==> config.mk <==
export PLATFORM = sky130hd
export DESIGN_NAME = spicst_top
export DESIGN_NICKNAME = d
export VERILOG_FILES = /design/src/spicst_pkg.sv /design/src/spicst_cfg_bank.sv /design/src/spicst_top.sv
export SDC_FILE = /design/constraint.sdc
export NUM_CORES = 1
export LEC_CHECK = 0
export BUFFER_PORTS_ARGS = -buffer_cell sky130_fd_sc_hd__buf_2
export CAP_MARGIN = 10
export CORE_ASPECT_RATIO = 1.4
export CORE_MARGIN = 4
export CORE_UTILIZATION = 40
export CTS_CLUSTER_DIAMETER = 120
export DETAILED_ROUTE_END_ITERATION = 6
export GPL_TIMING_DRIVEN = 0
export PLACE_DENSITY = 0.67
export SLEW_MARGIN = 20
export SYNTH_ARGS = -nofsm -noshare
export SYNTH_HDL_FRONTEND = slang
export SYNTH_SLANG_ARGS = --single-unit
==> constraint.sdc <==
create_clock -name clk -period 10.5 [get_ports clk]
set_clock_uncertainty 0.05 [all_clocks]
set_input_delay 2.1 -clock clk [delete_from_list [all_inputs] [get_ports clk]]
set_output_delay 2.1 -clock clk [all_outputs]
set_load 0.02 [all_outputs]
==> src/spicst_pkg.sv <==
// Shared constants for the serial peripheral chip-select configuration block
package spicst_pkg;

  // ------------------------------------------------------------
  // Register byte offsets
  // ------------------------------------------------------------
  localparam logic [7:0] OFF_CTRL   = 8'h00;  // Enable control
  localparam logic [7:0] OFF_MODE   = 8'h04;  // Select mode
  localparam logic [7:0] OFF_RXDATA = 8'h08;  // Received character
  localparam logic [7:0] OFF_TXDATA = 8'h0C;  // Character to send
  localparam logic [7:0] OFF_STATUS = 8'h10;  // Sticky event flags
  localparam logic [7:0] OFF_IEN    = 8'h14;  // interrupt_enable_reg
  localparam logic [7:0] OFF_IDIS   = 8'h18;  // interrupt_disable_reg
  localparam logic [7:0] OFF_IMASK  = 8'h1C;  // spi_interrupt_mask_view
  localparam logic [7:0] OFF_CFG0   = 8'h30;  // peripheral_config_0
  localparam logic [7:0] OFF_CFG3   = 8'h3C;  // peripheral_config_3

  // ------------------------------------------------------------
  // Event bit positions (status and mask share the layout)
  // ------------------------------------------------------------
  localparam int EV_RX_FULL      = 0;
  localparam int EV_TX_EMPTY_REG = 1;
  localparam int EV_MODE_FAULT   = 2;
  localparam int EV_OVERRUN      = 3;
  localparam int EV_RX_BUF_END   = 4;
  localparam int EV_TX_BUF_END   = 5;
  localparam int EV_RX_BUF_FULL  = 6;
  localparam int EV_TX_BUF_EMPTY = 7;
  localparam int EV_SELECT_RISE  = 8;
  localparam int EV_TX_ALL_EMPTY = 9;
  localparam int EV_W            = 10;

  // ------------------------------------------------------------
  // Configuration word fields
  // ------------------------------------------------------------
  localparam int CF_IDLE_LEVEL = 0;   // clock_idle_level
  localparam int CF_PHASE      = 1;   // clock_phase
  localparam int CF_HOLD       = 3;   // hold_select
  localparam int CF_BITS_LO    = 4;   // Character width code
  localparam int CF_BITS_HI    = 7;
  localparam int CF_DIV_LO     = 8;   // clock_divider
  localparam int CF_DIV_HI     = 15;
  localparam int CF_PRE_LO     = 16;  // pre_clock_delay
  localparam int CF_PRE_HI     = 23;
  localparam int CF_GAP_LO     = 24;  // inter_char_delay
  localparam int CF_GAP_HI     = 31;
  localparam logic [31:0] CFG_RESET = 32'h0000_0000;

  // ------------------------------------------------------------
  // Control, mode and data fields
  // ------------------------------------------------------------
  localparam int CT_ENABLE   = 0;
  localparam int MD_VAR_SEL  = 1;
  localparam int PCS_LO      = 16;
  localparam int PCS_HI      = 19;
  localparam int TD_LAST     = 24;
  localparam int ST_ENABLED  = 16;

  // ------------------------------------------------------------
  // Widths and timing
  // ------------------------------------------------------------
  localparam logic [4:0] BITS_BASE    = 5'h08;  // Width for code 0
  localparam logic [3:0] BITS_MAXCODE = 4'h8;   // Highest legal code
  localparam logic [7:0] MIN_PERIOD   = 8'h02;  // Shortest bit period
  localparam int         GAP_SHIFT    = 5;      // Gap unit of 32 clocks
  localparam logic [3:0] PCS_NONE     = 4'hF;

endpackage

==> src/spicst_cfg_bank.sv <==
// Four-word bank holding the per-select configuration words
`timescale 1ns/1ps
module spicst_cfg_bank
(
  input  wire logic        clk,
  input  wire logic        rst,
  input  wire logic        wr_en,
  input  wire logic [1:0]  wr_idx,
  input  wire logic [31:0] wr_data,
  input  wire logic [1:0]  bus_idx,
  output logic      [31:0] bus_rdata,
  input  wire logic [1:0]  eng_idx,
  output logic      [31:0] eng_rdata
);
  import spicst_pkg::*;

  logic [31:0] words [0:3];  // One word per chip select

  // ------------------------------------------------------------
  // Storage and registered read ports
  // ------------------------------------------------------------
  // Writes and both read ports; reads lag the index by one clock
  always_ff @(posedge clk)
  begin
    if (rst)
    begin
      for (int i = 0; i < 4; i++)
        words[i] <= CFG_RESET;
      bus_rdata <= CFG_RESET;
      eng_rdata <= CFG_RESET;
    end
    else
    begin
      if (wr_en)
        words[wr_idx] <= wr_data;
      bus_rdata <= words[bus_idx];
      eng_rdata <= words[eng_idx];
    end
  end

endmodule

==> src/spicst_top.sv <==
// Serial master with per-select configuration, APB registers and interrupt
`timescale 1ns/1ps
module spicst_top
(
  input  wire logic        clk,
  input  wire logic        rst,
  input  wire logic        psel,
  input  wire logic        penable,
  input  wire logic        pwrite,
  input  wire logic [7:0]  paddr,
  input  wire logic [31:0] pwdata,
  output logic      [31:0] prdata,
  output logic             pready,
  output logic             pslverr,
  output logic             irq,
  output logic             serial_clock,
  output logic             mosi,
  input  wire logic        miso,
  output logic [3:0]       peripheral_select_line_n
);
  import spicst_pkg::*;

  typedef enum logic [1:0] {SPICST_IDLE, SPICST_SETUP, SPICST_SHIFT, SPICST_GAP} spicst_state_t;

  // ------------------------------------------------------------
  // Helper functions
  // ------------------------------------------------------------
  // Select code to index; all-ones is forbidden and maps to 3
  function automatic logic [1:0] pcs_index(input logic [3:0] pcs);
    if (!pcs[0])
      return 2'd0;
    else if (!pcs[1])
      return 2'd1;
    else if (!pcs[2])
      return 2'd2;
    else
      return 2'd3;
  endfunction

  // Character width from code; reserved codes clamp to sixteen
  function automatic logic [4:0] char_width(input logic [31:0] cfg);
    logic [3:0] code;
    code = cfg[CF_BITS_HI:CF_BITS_LO];
    if (code > BITS_MAXCODE)
      code = BITS_MAXCODE;
    return BITS_BASE + {1'b0, code};
  endfunction

  // Bit period in clocks; a divider below two cannot be toggled
  function automatic logic [7:0] bit_period(input logic [31:0] cfg);
    logic [7:0] div;
    div = cfg[CF_DIV_HI:CF_DIV_LO];
    return (div < MIN_PERIOD) ? MIN_PERIOD : div;
  endfunction

  // ------------------------------------------------------------
  // Register state
  // ------------------------------------------------------------
  logic              enabled;       // Block enable
  logic              var_sel;       // Select taken from each character
  logic [3:0]        fixed_pcs;     // Select code when not variable
  logic [EV_W-1:0]   status;        // Sticky event flags
  logic [EV_W-1:0]   mask;          // Interrupt enables
  logic [15:0]       rx_data;       // Last received character
  logic [1:0]        rx_pcs;        // Select that received it
  logic [15:0]       hold_data;     // Transmit holding register
  logic [3:0]        hold_pcs;      // Its select code
  logic              hold_last;     // Its last-transfer flag
  logic              pend;          // Holding register is full
  logic              pend_aged;     // Config read for it is valid
  logic              ack_wait;      // APB second wait cycle
  logic [1:0]        miso_meta;     // Input synchroniser stages
  logic              miso_s;        // Synchronised data input

  // ------------------------------------------------------------
  // Transfer engine state
  // ------------------------------------------------------------
  spicst_state_t     state;
  logic [31:0]       cfg;           // Configuration of active character
  logic [12:0]       cnt;           // Delay or bit-phase counter
  logic [4:0]        bits;          // Bits sampled so far
  logic [15:0]       tx_sh;         // Outgoing shifter
  logic [15:0]       rx_sh;         // Incoming shifter
  logic [1:0]        cur_cs;        // Active select index
  logic              cur_last;      // Active character ends selection
  logic              sel_active;    // A select line is driven low

  // ------------------------------------------------------------
  // APB decode
  // ------------------------------------------------------------
  wire         bus_fire  = psel & penable & pready;
  wire         wr_fire   = bus_fire & pwrite;
  wire         is_cfg    = (paddr >= OFF_CFG0) && (paddr <= OFF_CFG3) && (paddr[1:0] == 2'b00);
  wire         is_ctrl   = (paddr == OFF_CTRL);
  wire         is_mode   = (paddr == OFF_MODE);
  wire         is_rx     = (paddr == OFF_RXDATA);
  wire         is_tx     = (paddr == OFF_TXDATA);
  wire         is_stat   = (paddr == OFF_STATUS);
  wire         is_ien    = (paddr == OFF_IEN);
  wire         is_idis   = (paddr == OFF_IDIS);
  wire         is_imask  = (paddr == OFF_IMASK);
  wire         mapped    = is_cfg | is_ctrl | is_mode | is_rx | is_tx | is_stat | is_ien | is_idis | is_imask;
  wire [1:0]   cfg_idx   = paddr[3:2];
  wire         tx_wr     = wr_fire & is_tx;
  wire [31:0]  bus_cfg;
  wire [31:0]  bank_cfg;

  // Select wanted by the pending character, or the fixed one
  wire [3:0]   want_pcs  = var_sel ? hold_pcs : fixed_pcs;
  wire [1:0]   want_cs   = pcs_index(want_pcs);

  // ------------------------------------------------------------
  // Read data selection
  // ------------------------------------------------------------
  // mask view read
  wire [31:0]  rd_mux =
      is_cfg   ? bus_cfg :
      is_ctrl  ? {31'h0, enabled} :
      is_mode  ? {12'h0, fixed_pcs, 14'h0, var_sel, 1'b0} :
      is_rx    ? {12'h0, ~(4'h1 << rx_pcs), rx_data} :
      is_stat  ? {15'h0, enabled, 6'h0, status} :
      is_imask ? {22'h0, mask} : 32'h0000_0000;

  spicst_cfg_bank u_bank
  (
    .clk       (clk),
    .rst       (rst),
    .wr_en     (wr_fire & is_cfg),
    .wr_idx    (cfg_idx),
    .wr_data   (pwdata),
    .bus_idx   (cfg_idx),
    .bus_rdata (bus_cfg),
    .eng_idx   (want_cs),
    .eng_rdata (bank_cfg)
  );

  // ------------------------------------------------------------
  // Engine timing terms
  // ------------------------------------------------------------
  wire [7:0]   period    = bit_period(cfg);
  wire [12:0]  half      = {6'h0, period[7:1]};
  wire         phase     = cfg[CF_PHASE];
  wire         pend_ok   = pend & pend_aged & enabled;
  wire         in_shift  = (state == SPICST_SHIFT);
  wire         lead      = ((state == SPICST_SETUP) && (cnt == 13'h1)) || (in_shift && (cnt == 13'h0));
  wire         trail     = in_shift && (cnt == half);
  wire         bit_end   = in_shift && (cnt == {5'h0, period} - 13'h1);
  wire         samp      = phase ? lead : trail;
  wire [4:0]   bits_now  = bits + {4'h0, samp};
  wire [15:0]  rx_next   = samp ? {rx_sh[14:0], miso_s} : rx_sh;
  wire         char_done = bit_end && (bits_now == char_width(cfg));
  // gap of 32 clocks per unit
  wire [12:0]  gap_len   = {5'h0, cfg[CF_GAP_HI:CF_GAP_LO]} << GAP_SHIFT;
  wire         gap_zero  = (cfg[CF_GAP_HI:CF_GAP_LO] == 8'h00);
  wire         gap_done  = (state == SPICST_GAP) && (cnt == 13'h1);
  wire         decide    = (char_done && gap_zero) || gap_done;
  wire         cont      = decide && pend_ok && !cur_last && (want_cs == cur_cs);
  wire         idle_load = (state == SPICST_IDLE) && pend_ok && !(sel_active && (want_cs != cur_cs));
  wire         load      = cont || idle_load;
  // width from the new character's code
  wire [4:0]   new_w     = char_width(bank_cfg);
  wire [15:0]  aligned   = hold_data << (5'h10 - new_w);
  // half period when pre-delay is zero
  wire [7:0]   pre_f     = bank_cfg[CF_PRE_HI:CF_PRE_LO];
  wire [7:0]   new_per   = bit_period(bank_cfg);
  wire [12:0]  pre_len   = (pre_f == 8'h00) ? {6'h0, new_per[7:1]} : {5'h0, pre_f};

  // Events raised by the engine this cycle
  // fixed event bit positions
  wire [EV_W-1:0] ev_set;
  assign ev_set[EV_RX_FULL]      = char_done;
  assign ev_set[EV_TX_EMPTY_REG] = load;
  assign ev_set[EV_MODE_FAULT]   = 1'b0;
  assign ev_set[EV_OVERRUN]      = char_done & status[EV_RX_FULL];
  assign ev_set[EV_RX_BUF_END]   = 1'b0;
  assign ev_set[EV_TX_BUF_END]   = 1'b0;
  assign ev_set[EV_RX_BUF_FULL]  = 1'b0;
  assign ev_set[EV_TX_BUF_EMPTY] = 1'b0;
  assign ev_set[EV_SELECT_RISE]  = 1'b0;
  assign ev_set[EV_TX_ALL_EMPTY] = decide & !cont & !pend;

  wire [EV_W-1:0] st_clr = (wr_fire & is_stat) ? pwdata[EV_W-1:0] : {EV_W{1'b0}};

  // ------------------------------------------------------------
  // APB slave handshake
  // ------------------------------------------------------------
  // Two wait cycles so the bank's registered read can settle
  always_ff @(posedge clk)
  begin
    if (rst)
    begin
      pready   <= 1'b0;
      ack_wait <= 1'b0;
      prdata   <= 32'h0000_0000;
      pslverr  <= 1'b0;
    end
    else if (pready)
    begin
      pready  <= 1'b0;
      pslverr <= 1'b0;
    end
    else if (ack_wait)
    begin
      ack_wait <= 1'b0;
      pready   <= 1'b1;
      prdata   <= pwrite ? 32'h0000_0000 : rd_mux;
      pslverr  <= ~mapped;
    end
    else if (psel & penable)
    begin
      ack_wait <= 1'b1;
    end
  end

  // ------------------------------------------------------------
  // Control, mode and mask registers
  // ------------------------------------------------------------
  always_ff @(posedge clk)
  begin
    if (rst)
    begin
      enabled   <= 1'b0;
      var_sel   <= 1'b0;
      fixed_pcs <= PCS_NONE;
      mask      <= {EV_W{1'b0}};
    end
    else
    begin
      if (wr_fire & is_ctrl)
        enabled <= pwdata[CT_ENABLE];
      if (wr_fire & is_mode)
      begin
        var_sel   <= pwdata[MD_VAR_SEL];
        fixed_pcs <= pwdata[PCS_HI:PCS_LO];
      end
      if (wr_fire & is_ien)
        mask <= mask | pwdata[EV_W-1:0];
      else if (wr_fire & is_idis)
        mask <= mask & ~pwdata[EV_W-1:0];
    end
  end

  // ------------------------------------------------------------
  // Status flags and interrupt
  // ------------------------------------------------------------
  // A new event beats a write-one clear in the same cycle
  always_ff @(posedge clk)
  begin
    if (rst)
    begin
      status <= {EV_W{1'b0}};
      irq    <= 1'b0;
    end
    else
    begin
      status <= (status & ~st_clr) | ev_set;
      irq    <= |(((status & ~st_clr) | ev_set) & mask);
    end
  end

  // ------------------------------------------------------------
  // Transmit holding register
  // ------------------------------------------------------------
  // Overwriting a full holding register replaces the character
  always_ff @(posedge clk)
  begin
    if (rst)
    begin
      hold_data <= 16'h0000;
      hold_pcs  <= PCS_NONE;
      hold_last <= 1'b0;
      pend      <= 1'b0;
      pend_aged <= 1'b0;
    end
    else
    begin
      if (tx_wr)
      begin
        hold_data <= pwdata[15:0];
        hold_pcs  <= pwdata[PCS_HI:PCS_LO];
        hold_last <= pwdata[TD_LAST] & var_sel;
      end
      pend      <= tx_wr | (pend & ~load);
      pend_aged <= pend & ~load & ~tx_wr;
    end
  end

  // Data input passes three flops before the engine sees it
  always_ff @(posedge clk)
  begin
    if (rst)
    begin
      miso_meta <= 2'b00;
      miso_s    <= 1'b0;
    end
    else
    begin
      miso_meta <= {miso_meta[0], miso};
      miso_s    <= miso_meta[1];
    end
  end

  // ------------------------------------------------------------
  // Transfer engine
  // ------------------------------------------------------------
  always_ff @(posedge clk)
  begin
    if (rst)
    begin
      state                    <= SPICST_IDLE;
      cfg                      <= CFG_RESET;
      cnt                      <= 13'h0;
      bits                     <= 5'h0;
      tx_sh                    <= 16'h0000;
      rx_sh                    <= 16'h0000;
      rx_data                  <= 16'h0000;
      rx_pcs                   <= 2'd0;
      cur_cs                   <= 2'd0;
      cur_last                 <= 1'b0;
      sel_active               <= 1'b0;
      serial_clock             <= 1'b0;
      mosi                     <= 1'b0;
      peripheral_select_line_n <= 4'hF;
    end
    else
    begin
      // drive on one edge, sample on the other
      if (lead)
        serial_clock <= ~cfg[CF_IDLE_LEVEL];
      if (trail)
        serial_clock <= cfg[CF_IDLE_LEVEL];
      if ((lead && !phase) || (trail && phase))
      begin
        mosi  <= tx_sh[15];
        tx_sh <= {tx_sh[14:0], 1'b0};
      end
      if (samp)
      begin
        rx_sh <= rx_next;
        bits  <= bits_now;
      end
      // keep only the character's own bits
      if (char_done)
      begin
        rx_data <= rx_next & ~(16'hFFFF << char_width(cfg));
        rx_pcs  <= cur_cs;
      end
      if (load)
      begin
        cfg      <= bank_cfg;
        cur_cs   <= want_cs;
        cur_last <= hold_last;
        bits     <= 5'h0;
        rx_sh    <= 16'h0000;
        tx_sh    <= bank_cfg[CF_PHASE] ? {aligned[14:0], 1'b0} : aligned;
        if (bank_cfg[CF_PHASE])
          mosi <= aligned[15];
      end
      case (state)
        SPICST_IDLE:
        begin
          // idle level of the addressed select
          if (!load)
            serial_clock <= bank_cfg[CF_IDLE_LEVEL];
          if (pend_ok && sel_active && (want_cs != cur_cs))
          begin
            // different select releases the held one
            peripheral_select_line_n <= 4'hF;
            sel_active               <= 1'b0;
          end
          else if (idle_load && sel_active)
          begin
            serial_clock <= bank_cfg[CF_IDLE_LEVEL];
            state        <= SPICST_SHIFT;
            cnt          <= 13'h0;
          end
          else if (idle_load)
          begin
            serial_clock             <= bank_cfg[CF_IDLE_LEVEL];
            peripheral_select_line_n <= ~(4'h1 << want_cs);
            sel_active               <= 1'b1;
            state                    <= SPICST_SETUP;
            cnt                      <= (pre_len == 13'h0) ? 13'h1 : pre_len;
          end
        end
        SPICST_SETUP:
        begin
          if (lead)
          begin
            state <= SPICST_SHIFT;
            cnt   <= 13'h1;
          end
          else
            cnt <= cnt - 13'h1;
        end
        SPICST_SHIFT:
        begin
          cnt <= bit_end ? 13'h0 : cnt + 13'h1;
          if (char_done && !gap_zero)
          begin
            state <= SPICST_GAP;
            cnt   <= gap_len;
          end
        end
        SPICST_GAP:
          cnt <= cnt - 13'h1;
        default:
          state <= SPICST_IDLE;
      endcase
      // zero gap continues with no pause
      if (cont)
      begin
        state <= SPICST_SHIFT;
        cnt   <= 13'h0;
      end
      else if (decide)
      begin
        state <= SPICST_IDLE;
        if (!cfg[CF_HOLD] || cur_last)
        begin
          peripheral_select_line_n <= 4'hF;
          sel_active               <= 1'b0;
        end
      end
    end
  end

endmodule

After elaboration in Yosys (flattened, before gate mapping):

Memory sizes are Yosys's and may differ from the RTL's. A register that Yosys moved wholly into a read port is not among the register bits.
Index checks and enable logic that the tools add are counted.
W data, S select, Z words.

* bits in registers: 199
* RAM bits: 128
* bits of input ports: 46
* logic and storage cells: 249
* memories: 1

* $add $sub $neg: 8
* $lt $le $gt $ge: 6
* equal/unequal tests: 24
* shifts and indexed selects: 4
* muxes and demuxes: 77
* bitwise logic cells: 43
* reduce and logical (&&, ||, !) cells: 54

Memories
* u_bank.words: words 4, bits a word 32, read ports 2, clocked after Yosys merged registers in 2, write ports 4, line spicst_cfg_bank.sv:17 `logic [31:0] words [0:3];`

Operator list (number)
* $mux W32: 3
* $mux W13: 6
* $mux W16: 4
* $mux W20: 3
* $pmux W13 S4: 1
* $mux W4: 11
* $mux W10: 4
* $eq A8 B5 Y1 const B: 4
* $mux W8: 4
* $reduce_or A32 Y1: 1
* $and A10 B10 Y10: 3
* $mux W1: 28
* $logic_not A13 Y1: 2
* $logic_not A8 Y1: 3
* $logic_and A1 B1 Y1: 21
* $mux W2: 10
* $not A10 Y10: 2
* $or A10 B10 Y10: 2
* $and A1 B1 Y1: 18
* $mux W17: 1
* $and A16 B16 Y16: 1
* $eq A8 B4 Y1 const B: 2
* $lt A8 B2 Y1 const B: 2
* $not A16 Y16: 1
* 43 further kinds: 79

Longest topological paths before layout:

Gate-level depths: netlist of run 1.

* word-level depth: 19
* depth in mapped cells: 19
* mapped depth without buffers: 16

By module:

Synthesis of run 1 repeated with hierarchy kept, for this count alone.

* cells, all modules: 1817
* area total of the unflattened synthesis: 18215.0 µm²

Modules (own cells, without submodules)
* spicst_top: times used 1, cells each 1251, area an instance 10253.6 µm², seq. area each 3803.6 µm²
* spicst_cfg_bank: times used 1, cells each 566, area an instance 7961.4 µm², seq. area each 5124.9 µm²

Worst setup path after synthesis of run 1:

Ideal clock, no wire load.

* kind: input to register
* start: in paddr[2]
* end: mem u_bank.words[3][0], enable pin
* data arrival time: 5.102 ns
* required time: 9.980 ns
* path slack: 4.878 ns
* stages: 3
* path buffers: 1
* path through: clkbuf_1 nand2_1 o31ai_1

RTL lines
* start: declaration: line spicst_top.sv:10 `input wire logic [7:0] paddr,`
* end: declaration: line spicst_cfg_bank.sv:17

Worst setup path after layout of run 1:

* start: reg state[0]
* end: reg irq

* word-level cells in the longest chain between the ends: 18
* elaborated cells between the ends (all ways): 29
* classes of those cells: 1 x add/sub; 4 x eq/ne; 1 x mux; 5 x bitwise; 18 x reduce/logical

Ends and longest elaborated chain
* start: declaration: line spicst_top.sv:78 `spicst_state_t state;`
* start signal: assignment: line spicst_top.sv:310 `state <= SPICST_IDLE;`
* start signal: assignment: line spicst_top.sv:374 `state <= SPICST_SHIFT;`
* start signal: assignment: line spicst_top.sv:382 `state <= SPICST_SETUP;`
* $eq A2 B1 Y1 / $eq A2 B2 Y1 (equally long branches): line spicst_top.sv:145, spicst_top.sv:144
* $logic_and A1 B1 Y1: line spicst_top.sv:145 `wire lead = ((state == SPICST_SETUP) && (cnt == 13'h1)) || (in_shift && (cnt == 13'h0));`
* $logic_or A1 B1 Y1: line spicst_top.sv:145
* $mux W1 (*): line spicst_top.sv:148 `wire samp = phase ? lead : trail;`
* $add A5 B1 Y5 (*): line spicst_top.sv:149 `wire [4:0] bits_now = bits + {4'h0, samp};`
* named net bits_now[1]: line spicst_top.sv:149
* $eq A5 B5 Y1 (*): line spicst_top.sv:151 `wire char_done = bit_end && (bits_now == char_width(cfg));`
* $logic_and A1 B1 Y1 (*): line spicst_top.sv:151
* $logic_and A1 B1 Y1: line spicst_top.sv:156 `wire decide = (char_done && gap_zero) || gap_done;`
* $logic_or A1 B1 Y1: line spicst_top.sv:156
* $logic_and A1 B1 Y1 (3 in a row): line spicst_top.sv:157 `wire cont = decide && pend_ok && !cur_last && (want_cs == cur_cs);`
* $logic_not A1 Y1: line spicst_top.sv:180 `assign ev_set[EV_TX_ALL_EMPTY] = decide & !cont & !pend;`
* $and A1 B1 Y1 (2 in a row): line spicst_top.sv:180
* $or A10 B10 Y10 (*): line spicst_top.sv:257 `irq <= |(((status & ~st_clr) | ev_set) & mask);`
* $and A10 B10 Y10 (*): line spicst_top.sv:257
* $reduce_or A10 Y1 (*): line spicst_top.sv:257
* end signal: assignment: line spicst_top.sv:257
* end: declaration: line spicst_top.sv:15 `output logic irq,`

The timed path passes the listed nets; every way through them passes the cells marked *.
A chain may end at the register's enable or synchronous reset.

==> impl_summary.txt, run 1 <==
----------------------------------------------------
[Setup path]
  Endpoint kind of the worst setup timing path ... register
  Slowest library cell on the worst path ... sky130_fd_sc_hd__o31ai_1
  Reg-to-reg startpoint ... state[0]
  Register-to-Register Path Depth ... 16
  Crit-path max FO ... 10
  R2R Setup Slk ... 4.90 ns
  Category of the worst setup path launch point ... register
  Arrival time reported for the critical path endpoint ... 5.92 ns
  Worst R2R End ... irq
  Data required time of the critical path ... 10.82 ns
  Critical path start-end classification ... reg2reg
  Top cell by count, worst path ... sky130_fd_sc_hd__ha_1
  Top cell family by delay on the critical path ... compound AO/OA/AOI/OAI gates
  Slowest Stage Delay on Critical Path ... 0.56 ns
  Buf+Inv Stages, Crit Path ... 2
  Cell Chain, Critical Path ... inv_1 -> ha_1 -> clkbuf_1 -> nand3_1 -> nor3_1 -> nand4b_1 -> o31ai_1 -> ha_1 -> ha_1 -> or4_1 -> or3_1 -> a21oi_2 -> a31oi_1 -> nor2_1 -> a21oi_1 -> o311ai_1

[Layout]
  Sequential cell area ... 8910 sq um
  Area growth from synthesis to layout ... 13.9%
  Final layout net count ... 2031
  Number of fill cells in the layout ... 4102
  Multi-input gate area ... 8250 sq um
  Share of final-layout standard cells stronger than drive strength 1 ... 12.6%
  N_diodes ... 0

[Hold path]
  Hold-critical path depth ... 1
  Start point of the worst hold path ... u_bank.bus_rdata[28]
  Tightest Hold Check Type ... reg2reg
  End of the worst hold path ... prdata[28]

[Placed design]
  Detailed placement HPWL ... 41500 microns
  # port buffers ... 86
  Gp weighted congestion ... 0.962
  Setup slack at placement ... 4.95 ns

[STA]
  Count of endpoints failing setup in the final report ... 0
  Final hold vios ... 0
  Max-slew headroom at the worst pin ... 30.8%
  Maximum clock rate ... 178 MHz
  Final setup margin ... 4.90 ns
  Period minus WS final ... 5.60 ns
  Share of the cycle needed by the critical path after routing ... 53.4%
  Total Neg Setup Slack ... 0 ns
  Worst-Margin Slew ... 1.04 ns
  Unrepaired setup endpoints after global routing ... false
  Final count of pins violating max slew ... 0

[Floorplan]
  Vert. Die Dim ... 258 microns
  Initial cell density of the core ... 40.5%
  Die area ... 48100 sq um
  Chip width ... 186 microns
  Placement Rows ... 91
  Top Ports ... 87
  Floorplan core area ... 44100 sq um

[Global route]
  Tot GR Track Use ... 21.8%
  Via count of the first global-routing pass ... 14.1k
  Pin count of the biggest net entering global routing ... 33
  Wire length of the first global-routing pass ... 83100 microns
  Initial antenna violation count ... 0
  Total global routing overflow ... 0

[CTS]
  Post-CTS setup-driven buffer insertion count ... 0
  Hold-fix buffer count after cts ... 0
  Total number of clock tree sinks ... 381
  Total number of H-tree levels ... 2
  Clock tree from TritonCTS ... done
  Clock root buffer master ... sky130_fd_sc_hd__clkbuf_16
  Number of buffers added by the clock tree synthesis step ... 38
  Buffers from clock root to sink, at most ... 3
  Clock insertion delay at the later pin of the skew report ... 0.54 ns
  Cts repair resizes ... 0
  Clock transition at the register clock pins on the worst setup and hold paths after CTS ... 0.07 ns

[Power and ir drop]
  Power Density ... 182 nW/um^2
  Total power after layout ... 3.70 mW
  VDD IR max ... 122 uV
  Pleak ... 7.68 nW

[Yosys]
  Prevailing post-synth register cell ... sky130_fd_sc_hd__dfxtp_1
  Top cell type by total area after synthesis ... sky130_fd_sc_hd__dfxtp_1
  Cell with the most instances after synthesis ... sky130_fd_sc_hd__dfxtp_1
  Post-Synthesis Cell Area ... 17800 sq um
  Post-synthesis net count ... 1899
  Syn Area/Cell ... 9.69 sq um
  Sequential area share after synthesis ... 49.9%
  Most used standard cells in the synthesized netlist ... 253 x sky130_fd_sc_hd__dfxtp_1, 251 x sky130_fd_sc_hd__nor2_1, 216 x sky130_fd_sc_hd__nand2_1
  Synth top area share ... 28.4%
  Number of instances in the synthesized netlist ... 1841
  Count of distinct cell types in the synthesized netlist ... 76
  Synthesis-stage register bit count ... 381
  Main area contributors after synthesis ... sky130_fd_sc_hd__dfxtp_1 28%, sky130_fd_sc_hd__edfxtp_1 22%, sky130_fd_sc_hd__nor2_1 5.3%
  Async set-or-reset flop fraction in the synthesized netlist ... 0%
  Number of warnings issued by yosys ... 0
  EDFF count, synth ... 128

[Detailed routing]
  Count of nets left with antenna violations after detail routing ... 0
  Vias ... 14.7k
  Remaining design rule violation count ... 0
  First-pass detailed-route iteration total ... 6
  Routed wire per std cell ... 21.4 microns
  Total Wirelength ... 54800 microns
  First DRT Iteration DRCs ... 1290
  Via density ... 5.76

[Run status]
  Outcome ... complete, no violations

[Flow run]
  Max-cap viol count ... 0

----------------------------------------------------
==> flip-flops by register name, summed over array words and instances, names as in the netlist, 13 cells and up, named ones only <==
name,count
u_bank.words,128
prdata,32
u_bank.bus_rdata,32
u_bank.eng_rdata,31
cfg,23
hold_data,16
rx_data,16
rx_sh,16
tx_sh,16
cnt,13
==> where the power goes <==
part	switching (mW)	internal (mW)
clock network	0.585	0.757
registers	0.0346	1.57
logic	0.493	0.263
total	1.11	2.59
==> final cells by class <==
class	count	share of cell area (%)
Clock inverter	18	0.800
Timing Repair Buffer	92	2.60
Multi-Input combinational cell	1280	40.6
Clock buffer	51	5.16
Buffer	131	2.71
Inverter	49	0.905
Sequential cell	381	43.8
Tap cell	558	3.43
==> logic make-up (layout without fill, tap and decap cells) <==
kind of cell | after synthesis | in the layout | share of synthesized area, %
compound gates | 354 | 354 | 13.4
xor+xnor | 42 | 42 | 2.06
fa+ha+maj | 12 | 12 | 0.842
buf+inv | 180 | 341 | 4.12
flops | 381 | 381 | 49.9
mux | 142 | 142 | 10.8
simple gates | 730 | 730 | 18.9
==> through the flow <==
| stage | hold slack (ns) | util, % | instance area [sq um] | cells |
|---|---|---|---|---|
| 3_5_place_dp | 0.377 | 43.4 | 19100 | 2491 |
| 5_1_grt | 0.411 | 46.1 | 20300 | 2560 |
| 2_1_floorplan | 0.364 | - | 17800 | 1841 |
| 4_1_cts | 0.387 | 46.1 | 20300 | 2560 |
| 3_3_place_gp | 0.368 | 43.0 | 19000 | 2485 |
| 6_report | 0.389 | 46.1 | 20300 | 2560 |
==> cell usage in the layout (no fill, tap or decap), types with 4 or more instances in the layout <==
| master | Yosys | routed |
|---|---|---|
| sky130_fd_sc_hd__or3_1 | 8 | 8 |
| sky130_fd_sc_hd__a22o_1 | 21 | 21 |
| sky130_fd_sc_hd__or4_1 | 10 | 10 |
| sky130_fd_sc_hd__a222oi_1 | 9 | 9 |
| sky130_fd_sc_hd__nor4_1 | 17 | 15 |
| sky130_fd_sc_hd__mux4_2 | 39 | 39 |
| sky130_fd_sc_hd__nand2_1 | 216 | 214 |
| sky130_fd_sc_hd__clkbuf_1 | 94 | 102 |
| sky130_fd_sc_hd__xnor2_1 | 18 | 18 |
| sky130_fd_sc_hd__mux2_2 | 9 | 9 |
| sky130_fd_sc_hd__clkinv_1 | 0 | 4 |
| sky130_fd_sc_hd__nand4_1 | 10 | 10 |
| sky130_fd_sc_hd__clkinvlp_4 | 0 | 5 |
| sky130_fd_sc_hd__clkbuf_16 | 0 | 39 |
| sky130_fd_sc_hd__a211oi_1 | 56 | 56 |
| sky130_fd_sc_hd__and3_1 | 28 | 28 |
| sky130_fd_sc_hd__a31o_2 | 4 | 4 |
| sky130_fd_sc_hd__nor2b_1 | 18 | 18 |
| sky130_fd_sc_hd__dfxtp_1 | 253 | 253 |
| sky130_fd_sc_hd__buf_2 | 14 | 101 |
| sky130_fd_sc_hd__nand2b_1 | 13 | 13 |
| sky130_fd_sc_hd__mux2i_1 | 94 | 94 |
| sky130_fd_sc_hd__o32ai_1 | 5 | 5 |
| sky130_fd_sc_hd__a21oi_1 | 139 | 139 |
| sky130_fd_sc_hd__buf_1 | 15 | 15 |
| sky130_fd_sc_hd__ha_1 | 12 | 12 |
| sky130_fd_sc_hd__nor2_1 | 251 | 251 |
| sky130_fd_sc_hd__and2_1 | 56 | 56 |
| sky130_fd_sc_hd__a31oi_1 | 8 | 8 |
| sky130_fd_sc_hd__edfxtp_1 | 128 | 128 |
| sky130_fd_sc_hd__xor2_1 | 24 | 24 |
| sky130_fd_sc_hd__buf_4 | 5 | 5 |
| sky130_fd_sc_hd__a22oi_1 | 33 | 33 |
| sky130_fd_sc_hd__o21ai_0 | 27 | 27 |
| sky130_fd_sc_hd__nand3_1 | 42 | 42 |
| sky130_fd_sc_hd__or2_2 | 5 | 5 |
| sky130_fd_sc_hd__inv_1 | 49 | 49 |
| sky130_fd_sc_hd__buf_6 | 3 | 5 |
| sky130_fd_sc_hd__nor3_1 | 39 | 37 |
| sky130_fd_sc_hd__o22ai_1 | 10 | 10 |
==> worst max path at each step <==
stage | startpoint | to | slack [ns] | depth (start not counted)
after floorplan | paddr[2] | u_bank.words[3][0] | 4.88 | 3
after global placement | paddr[2] | u_bank.words[3][27] | 2.41 | 4
after detailed placement | state[0] | cnt[0] | 4.95 | 16
after CTS | state[0] | cnt[0] | 4.95 | 16
after global routing | state[0] | cnt[0] | 4.71 | 17
final | state[0] | irq | 4.90 | 16
==> per-layer routing <==
layer / GRT usage (%) / routed length, microns / vias up / share of wire, %
met1: 26.5 / 21500 / 7152 / 39
met3: 2.91 / 3210 / 164 / 5.9
met2: 38.0 / 26900 / 553 / 49
met4: 11.3 / 3170 / 0 / 5.8
li1: - / - / 6864 / -
met5: 0 / 0 / - / 0
Power figures use the tool's default switching activity.
==> run 2, diff against run 1 <==
ABC_AREA = 1   (was unset)
clock period = 5.57 ns   (was 10.5 ns; I/O delays follow)
==> run 2 against run 1 <==
  * Sequential power up 88%
  * Critical path depth up 8
  * Sequential share of layout area about the same
==> impl_summary.txt, run 2 <==
----------------------------------------------------
[Setup path]
  Cell Chain, Critical Path ... inv_1 -> ha_1 -> nand2_1 -> nor2_1 -> nand3_1 -> o21ai_2 -> o21ai_0 -> inv_1 -> ha_1 -> ha_1 -> nand3_1 -> xnor2_1 -> nand4_1 -> nand2_1 -> nand2_1 -> inv_1 -> nand3_2 -> inv_2 -> nand2_1 -> a21oi_1 -> nor2_1 -> nand3_1 -> nand2_1 -> inv_1
  Data required time of the critical path ... 6.00 ns
  CP Depth ... 24
  Top cell by count, worst path ... sky130_fd_sc_hd__nand2_1
  Crit-path max FO ... 9
  Buf+Inv Stages, Crit Path ... 5
  Slowest library cell on the worst path ... sky130_fd_sc_hd__dfxtp_1
  Reg-to-reg startpoint ... cnt[0]
  Category of the worst setup path launch point ... register
  Register-to-Register Path Depth ... 24
  Endpoint kind of the worst setup timing path ... register
  Launching element of the worst setup path ... cnt[0]
  Slowest Stage Delay on Critical Path ... 0.38 ns
  Worst R2R End ... irq
  Crit path capture ... irq
  Top cell family by delay on the critical path ... simple AND/OR/NAND/NOR gates
  Arrival time reported for the critical path endpoint ... 4.93 ns
  Critical path start-end classification ... reg2reg
  R2R Setup Slk ... 1.07 ns

[Detailed routing]
  Via density ... 5.69
  Total Wirelength ... 61100 microns
  Remaining design rule violation count ... 0
  First DRT Iteration DRCs ... 1838
  Count of nets left with antenna violations after detail routing ... 0
  Routed wire per std cell ... 20.9 microns
  Vias ... 16.7k
  First-pass detailed-route iteration total ... 6

[Layout]
  Largest reg by FF count ... u_bank.words
  Area growth from synthesis to layout ... 14.1%
  Final cell utilization of the core ... 46.1%
  Registers with the highest flip-flop counts ... u_bank.words: 128 flops, prdata: 32 flops, u_bank.bus_rdata: 32 flops
  Final layout net count ... 2399
  Most common library cell in the layout ignoring fill and taps ... sky130_fd_sc_hd__nand2_1
  Layout Cells excl Fill ... 2929
  Highest-count cells in the layout ignoring fill and taps ... 428 x sky130_fd_sc_hd__nand2_1, 253 x sky130_fd_sc_hd__dfxtp_1, 236 x sky130_fd_sc_hd__nor2_1, 207 x sky130_fd_sc_hd__inv_1, 157 x sky130_fd_sc_hd__o21ai_0
  Total non-filler cell area in the finished layout ... 20300 sq um
  Number of fill cells in the layout ... 4250
  Largest register FFs ... 128
  Share of final-layout standard cells stronger than drive strength 1 ... 10.0%

[STA]
  Max-slew headroom at the worst pin ... 34.8%
  Unrepaired setup endpoints after global routing ... false
  Period minus WS final ... 4.50 ns
  Final setup margin ... 1.07 ns
  Share of the cycle needed by the critical path after routing ... 80.8%
  Total Neg Setup Slack ... 0 ns
  Worst-Margin Slew ... 0.975 ns
  Maximum clock rate ... 222 MHz
  Count of endpoints failing setup in the final report ... 0
  Final count of pins violating max slew ... 0
  Post-route worst hold slack ... 0.356 ns
  Final hold vios ... 0

[Yosys]
  Top cell type by total area after synthesis ... sky130_fd_sc_hd__dfxtp_1
  Syn Area/Cell ... 8.04 sq um
  Post-Synthesis Cell Area ... 17800 sq um
  Sequential area share after synthesis ... 50.0%
  Synthesis-stage register bit count ... 381
  EDFF count, synth ... 128
  Cell with the most instances after synthesis ... sky130_fd_sc_hd__nand2_1
  Post-synthesis net count ... 2272
  Async set-or-reset flop fraction in the synthesized netlist ... 0%
  Number of instances in the synthesized netlist ... 2214
  Prevailing post-synth register cell ... sky130_fd_sc_hd__dfxtp_1
  Main area contributors after synthesis ... sky130_fd_sc_hd__dfxtp_1 28%, sky130_fd_sc_hd__edfxtp_1 22%, sky130_fd_sc_hd__nand2_1 9.1%
  Number of warnings issued by yosys ... 0
  Synth top area share ... 28.5%
  Most used standard cells in the synthesized netlist ... 431 x sky130_fd_sc_hd__nand2_1, 253 x sky130_fd_sc_hd__dfxtp_1, 236 x sky130_fd_sc_hd__nor2_1
  Count of distinct cell types in the synthesized netlist ... 52

[Placed design]
  Gp weighted congestion ... 0.943
  Post-placement cell area ... 19000 sq um
  Detailed placement HPWL ... 46000 microns
  Setup slack at placement ... 1.10 ns
  # port buffers ... 84
  Placed cell count ... 2860

[Global route]
  Via count of the first global-routing pass ... 16.1k
  Tot GR Track Use ... 24.6%
  Wire length of the first global-routing pass ... 91500 microns
  Total global routing overflow ... 0
  Pin count of the biggest net entering global routing ... 26
  Initial antenna violation count ... 2

[Power and ir drop]
  Switching power share of the total ... 27.8%
  Total power after layout ... 6.57 mW
  VDD IR max ... 172 uV
  Sequential Power Share ... 45.7%
  Power Density ... 323 nW/um^2
  Pleak ... 8.11 nW
  Comb power frac ... 14.2%
  Internal power summed over all cells ... 4.74 mW
  Switching power ... 1.82 mW
  Clock Power Share ... 40.2%

[Hold path]
  Tightest Hold Check Type ... reg2reg
  Start point of the worst hold path ... miso_meta[0]

[CTS]
  Hold-fix buffer count after cts ... 0
  Clock transition at the register clock pins on the worst setup and hold paths after CTS ... 0.07 ns
  Buffers from clock root to sink, at most ... 3
  Total number of clock tree sinks ... 381
  Clock insertion delay at the later pin of the skew report ... 0.55 ns
  Clock root buffer master ... sky130_fd_sc_hd__clkbuf_16
  Clock tree from TritonCTS ... done
  Cts repair resizes ... 0
  Post-CTS setup-driven buffer insertion count ... 0
  Number of buffers added by the clock tree synthesis step ... 37
  Total number of H-tree levels ... 2

[Floorplan]
  Top Ports ... 87
  Die area ... 48000 sq um
  Floorplan core area ... 44100 sq um
  Placement Rows ... 91
  Vert. Die Dim ... 258 microns
  Initial cell density of the core ... 40.4%
  Chip width ... 186 microns

[Run status]
  Outcome ... complete, no violations

[Flow run]
  Max-cap viol count ... 0

----------------------------------------------------
[run 2: cell types whose count changed in the layout (fill, tap and decap cells not counted), moves of 56 or more]
cell / previous run / this run
sky130_fd_sc_hd__mux2i_1: 94 / 9
sky130_fd_sc_hd__nand2_1: 214 / 428
sky130_fd_sc_hd__nand3_1: 42 / 122
sky130_fd_sc_hd__inv_1: 49 / 207
sky130_fd_sc_hd__and2_1: 56 / 0
sky130_fd_sc_hd__o21ai_0: 27 / 157
[run 2: worst min-delay path by stage]
stage | end | slack [ns] | cells past startpoint
detailed placement | miso_s | 0.35 | 2
global route | miso_s | 0.38 | 2
CTS | miso_meta[1] | 0.36 | 2
floorplan | miso_meta[1] | 0.34 | 2
finish | miso_meta[1] | 0.36 | 2
global placement | miso_meta[1] | 0.35 | 2
[run 2: cell type report]
class,instances,area [sq um],area share (%)
timing repair buffer,88,508,2.50
clock inverter,17,154,0.758
multi-input combinational,1482,7510,37.0
tap,558,698,3.44
inverter,225,845,4.16
clock buffer,51,1130,5.58
buffer,126,552,2.72
antenna,1,2.50,0.0123
sequential,381,8910,43.9
[run 2: layer usage]
metal,global-route usage [%],share of wire (%),vias up
met5,0,0.013,-
met1,29.6,38,7845
met2,41.9,49,814
met3,3.06,6.8,216
li1,-,-,7802
met4,14.2,6.5,2
[run 2: tightest hold or removal path, delay by kind of cell (launching register included)]
| family | cells | cell delay (ns) |
|---|---|---|
| simple gates | 1 | 0.03 |
| flops | 1 | 0.30 |
| buf+inv | 1 | 0.04 |
[run 2: cell families after synthesis]
| group | count (synthesis) | share of synthesized area [%] |
|---|---|---|
| DFF | 381 | 50.0 |
| muxes | 9 | 0.506 |
| AOI/OAI and AO/OA | 520 | 17.5 |
| xor gates and xnor gates | 22 | 1.08 |
| buffers and inverters | 351 | 7.84 |
| adders and majority gates | 12 | 0.844 |
| and+or+nand+nor | 919 | 22.2 |
[run 2: power groups by stage]
| stage | Sequential (mW) | Clock [mW] | Combinational, mW |
|---|---|---|---|
| finish | 3.00 | 2.64 | 0.931 |
| global route | 3.00 | 2.78 | 1.02 |
| CTS | 3.00 | 2.66 | 0.917 |
| detailed placement | 3.06 | 0 | 0.913 |
| global placement | 3.06 | 0 | 0.891 |
| floorplan | 3.05 | 0 | 0.621 |
==> run 3, diff against run 2 <==
ABC_AREA = 0   (was 1)
clock period = 4.7 ns   (was 5.57 ns; I/O delays follow)
==> run 3 against run 2 <==
  * Die area up 0.21%
  * Sequential cell count did not move
  * Fmax increased by 0.13%
  * Largest power group unchanged
  * Worst hold slack better by 0.028 ns
  * Critical path type unchanged
  * Routed wire length shrank 10%
==> impl_summary.txt, run 3 (same netlist as run 1, synthesis figures left out) <==
----------------------------------------------------
[Run status]
  Outcome ... complete, no violations

[Detailed routing]
  First-pass detailed-route iteration total ... 6
  Count of nets left with antenna violations after detail routing ... 0
  Via density ... 5.75
  Vias ... 14.7k
  First DRT Iteration DRCs ... 1326
  Routed wire per std cell ... 21.5 microns
  Remaining design rule violation count ... 0
  Total Wirelength ... 54900 microns

[Power and ir drop]
  Power Density ... 406 nW/um^2
  Pleak ... 7.72 nW
  VDD IR max ... 273 uV
  Total power after layout ... 8.30 mW

[Floorplan]
  Top Ports ... 87
  Chip width ... 186 microns
  Die area ... 48100 sq um
  Vert. Die Dim ... 258 microns
  Placement Rows ... 91
  Initial cell density of the core ... 40.5%
  Floorplan core area ... 44100 sq um

[CTS]
  Number of buffers added by the clock tree synthesis step ... 38
  Clock tree from TritonCTS ... done
  Buffers from clock root to sink, at most ... 3
  Clock transition at the register clock pins on the worst setup and hold paths after CTS ... 0.07 ns
  Total number of H-tree levels ... 2
  Clock root buffer master ... sky130_fd_sc_hd__clkbuf_16
  Clock insertion delay at the later pin of the skew report ... 0.54 ns
  Total number of clock tree sinks ... 381
  Hold-fix buffer count after cts ... 0

[Layout]
  Multi-input gate area ... 8310 sq um
  Sequential cell area ... 8910 sq um
  Area growth from synthesis to layout ... 14.4%
  Registers with the highest flip-flop counts ... u_bank.words: 128 flops, prdata: 32 flops, u_bank.bus_rdata: 32 flops
  Most common library cell in the layout ignoring fill and taps ... sky130_fd_sc_hd__dfxtp_1
  Highest-count cells in the layout ignoring fill and taps ... 253 x sky130_fd_sc_hd__dfxtp_1, 250 x sky130_fd_sc_hd__nor2_1, 214 x sky130_fd_sc_hd__nand2_1, 139 x sky130_fd_sc_hd__a21oi_1, 128 x sky130_fd_sc_hd__edfxtp_1
  Layout Cells excl Fill ... 2561
  Largest reg by FF count ... u_bank.words
  N_diodes ... 0
  Share of final-layout standard cells stronger than drive strength 1 ... 13.4%
  Final layout net count ... 2032
  Largest register FFs ... 128
  Number of fill cells in the layout ... 4097

[Global route]
  Tot GR Track Use ... 21.9%
  Initial antenna violation count ... 0
  Pin count of the biggest net entering global routing ... 33
  Via count of the first global-routing pass ... 14.2k
  Wire length of the first global-routing pass ... 83200 microns
  Total global routing overflow ... 0

[Placed design]
  Detailed placement HPWL ... 41500 microns
  Gp weighted congestion ... 0.962
  # port buffers ... 86
  Placed cell count ... 2491

[STA]
  Final count of pins violating max slew ... 0
  Maximum clock rate ... 222 MHz
  Worst-Margin Slew ... 1.01 ns
  Share of the cycle needed by the critical path after routing ... 95.7%
  Total Neg Setup Slack ... 0 ns
  Max-slew headroom at the worst pin ... 30.6%
  Final hold vios ... 0
  Unrepaired setup endpoints after global routing ... false
  Post-route worst hold slack ... 0.384 ns
  Period minus WS final ... 4.50 ns
  Count of endpoints failing setup in the final report ... 0

[Setup path]
  Cell Chain, Critical Path ... buf_2 -> nor4_1 -> a21oi_1 -> xnor2_1 -> o31ai_4 -> ha_1 -> ha_1 -> or4_1 -> or3_4 -> a21oi_4 -> a31o_4 -> a21oi_2 -> buf_6 -> buf_6 -> a211oi_1 -> a211oi_1
  Crit-path max FO ... 10
  Endpoint kind of the worst setup timing path ... register
  Slowest Stage Delay on Critical Path ... 0.51 ns
  Buf+Inv Stages, Crit Path ... 3
  Arrival time reported for the critical path endpoint ... 4.82 ns
  Launching element of the worst setup path ... cfg[13]
  Critical path start-end classification ... reg2reg
  Slowest library cell on the worst path ... sky130_fd_sc_hd__or4_1
  Reg-to-reg startpoint ... cfg[13]
  Category of the worst setup path launch point ... register
  Data required time of the critical path ... 5.03 ns
  Top cell family by delay on the critical path ... simple AND/OR/NAND/NOR gates

[Hold path]
  Start point of the worst hold path ... u_bank.bus_rdata[28]
  Tightest Hold Check Type ... reg2reg

[Flow run]
  Max-cap viol count ... 0

----------------------------------------------------
-- run 3: cell type report --
type,count,area share [%]
Inverter,49,0.901
Clock inverter,18,0.797
Timing Repair Buffer,95,2.70
Tap cell,558,3.42
Buffer,129,2.72
Sequential cell,381,43.6
Multi-Input combinational cell,1280,40.7
Clock buffer,51,5.14
-- run 3: repair_timing --
| item | CTS | global route |
|---|---|---|
| buffers inserted | 3 | 0 |
| gates cloned | 0 | 0 |
| endpoints found under the hold margin | 0 | 0 |
| endpoints found under the setup margin | 109 | 96 |
| pin swaps | 5 | 2 |
| gates resized for setup | 12 | 10 |
-- run 3: worst paths after layout --
path | cells after the start | end | slack [ns]
setup / recovery | 16 | tx_sh[13] | 0.20
hold / removal | 1 | prdata[28] | 0.38
setup reg to reg | 16 | tx_sh[13] | 0.20
hold reg to reg | 1 | prdata[28] | 0.38
-- run 3: stage by stage --
| stage | util, % | setup WS (ns) | instance area, sq um |
|---|---|---|---|
| floorplan | - | 0.238 | 17800 |
| global placement | 43.0 | -2.23 | 19000 |
| detailed placement | 43.4 | -0.847 | 19100 |
| CTS | 46.3 | 0.0132 | 20400 |
| global route | 46.3 | 0.00118 | 20400 |
| finish | 46.3 | 0.203 | 20400 |
-- run 3: where the power goes --
group	total [mW]	leakage (nW)	internal, mW	switching [mW]
combinational	1.72	3.76	0.606	1.12
sequential	3.58	3.38	3.50	0.0770
clock	2.99	0.578	1.69	1.30
-- run 3: metal layers --
layer	share of wire, %	GRT usage, %	vias to the layer above
li1	-	-	6862
met1	39	26.6	7108
met2	49	38.2	594
met3	5.6	2.70	162
met4	5.8	11.1	0
met5	0	0	-
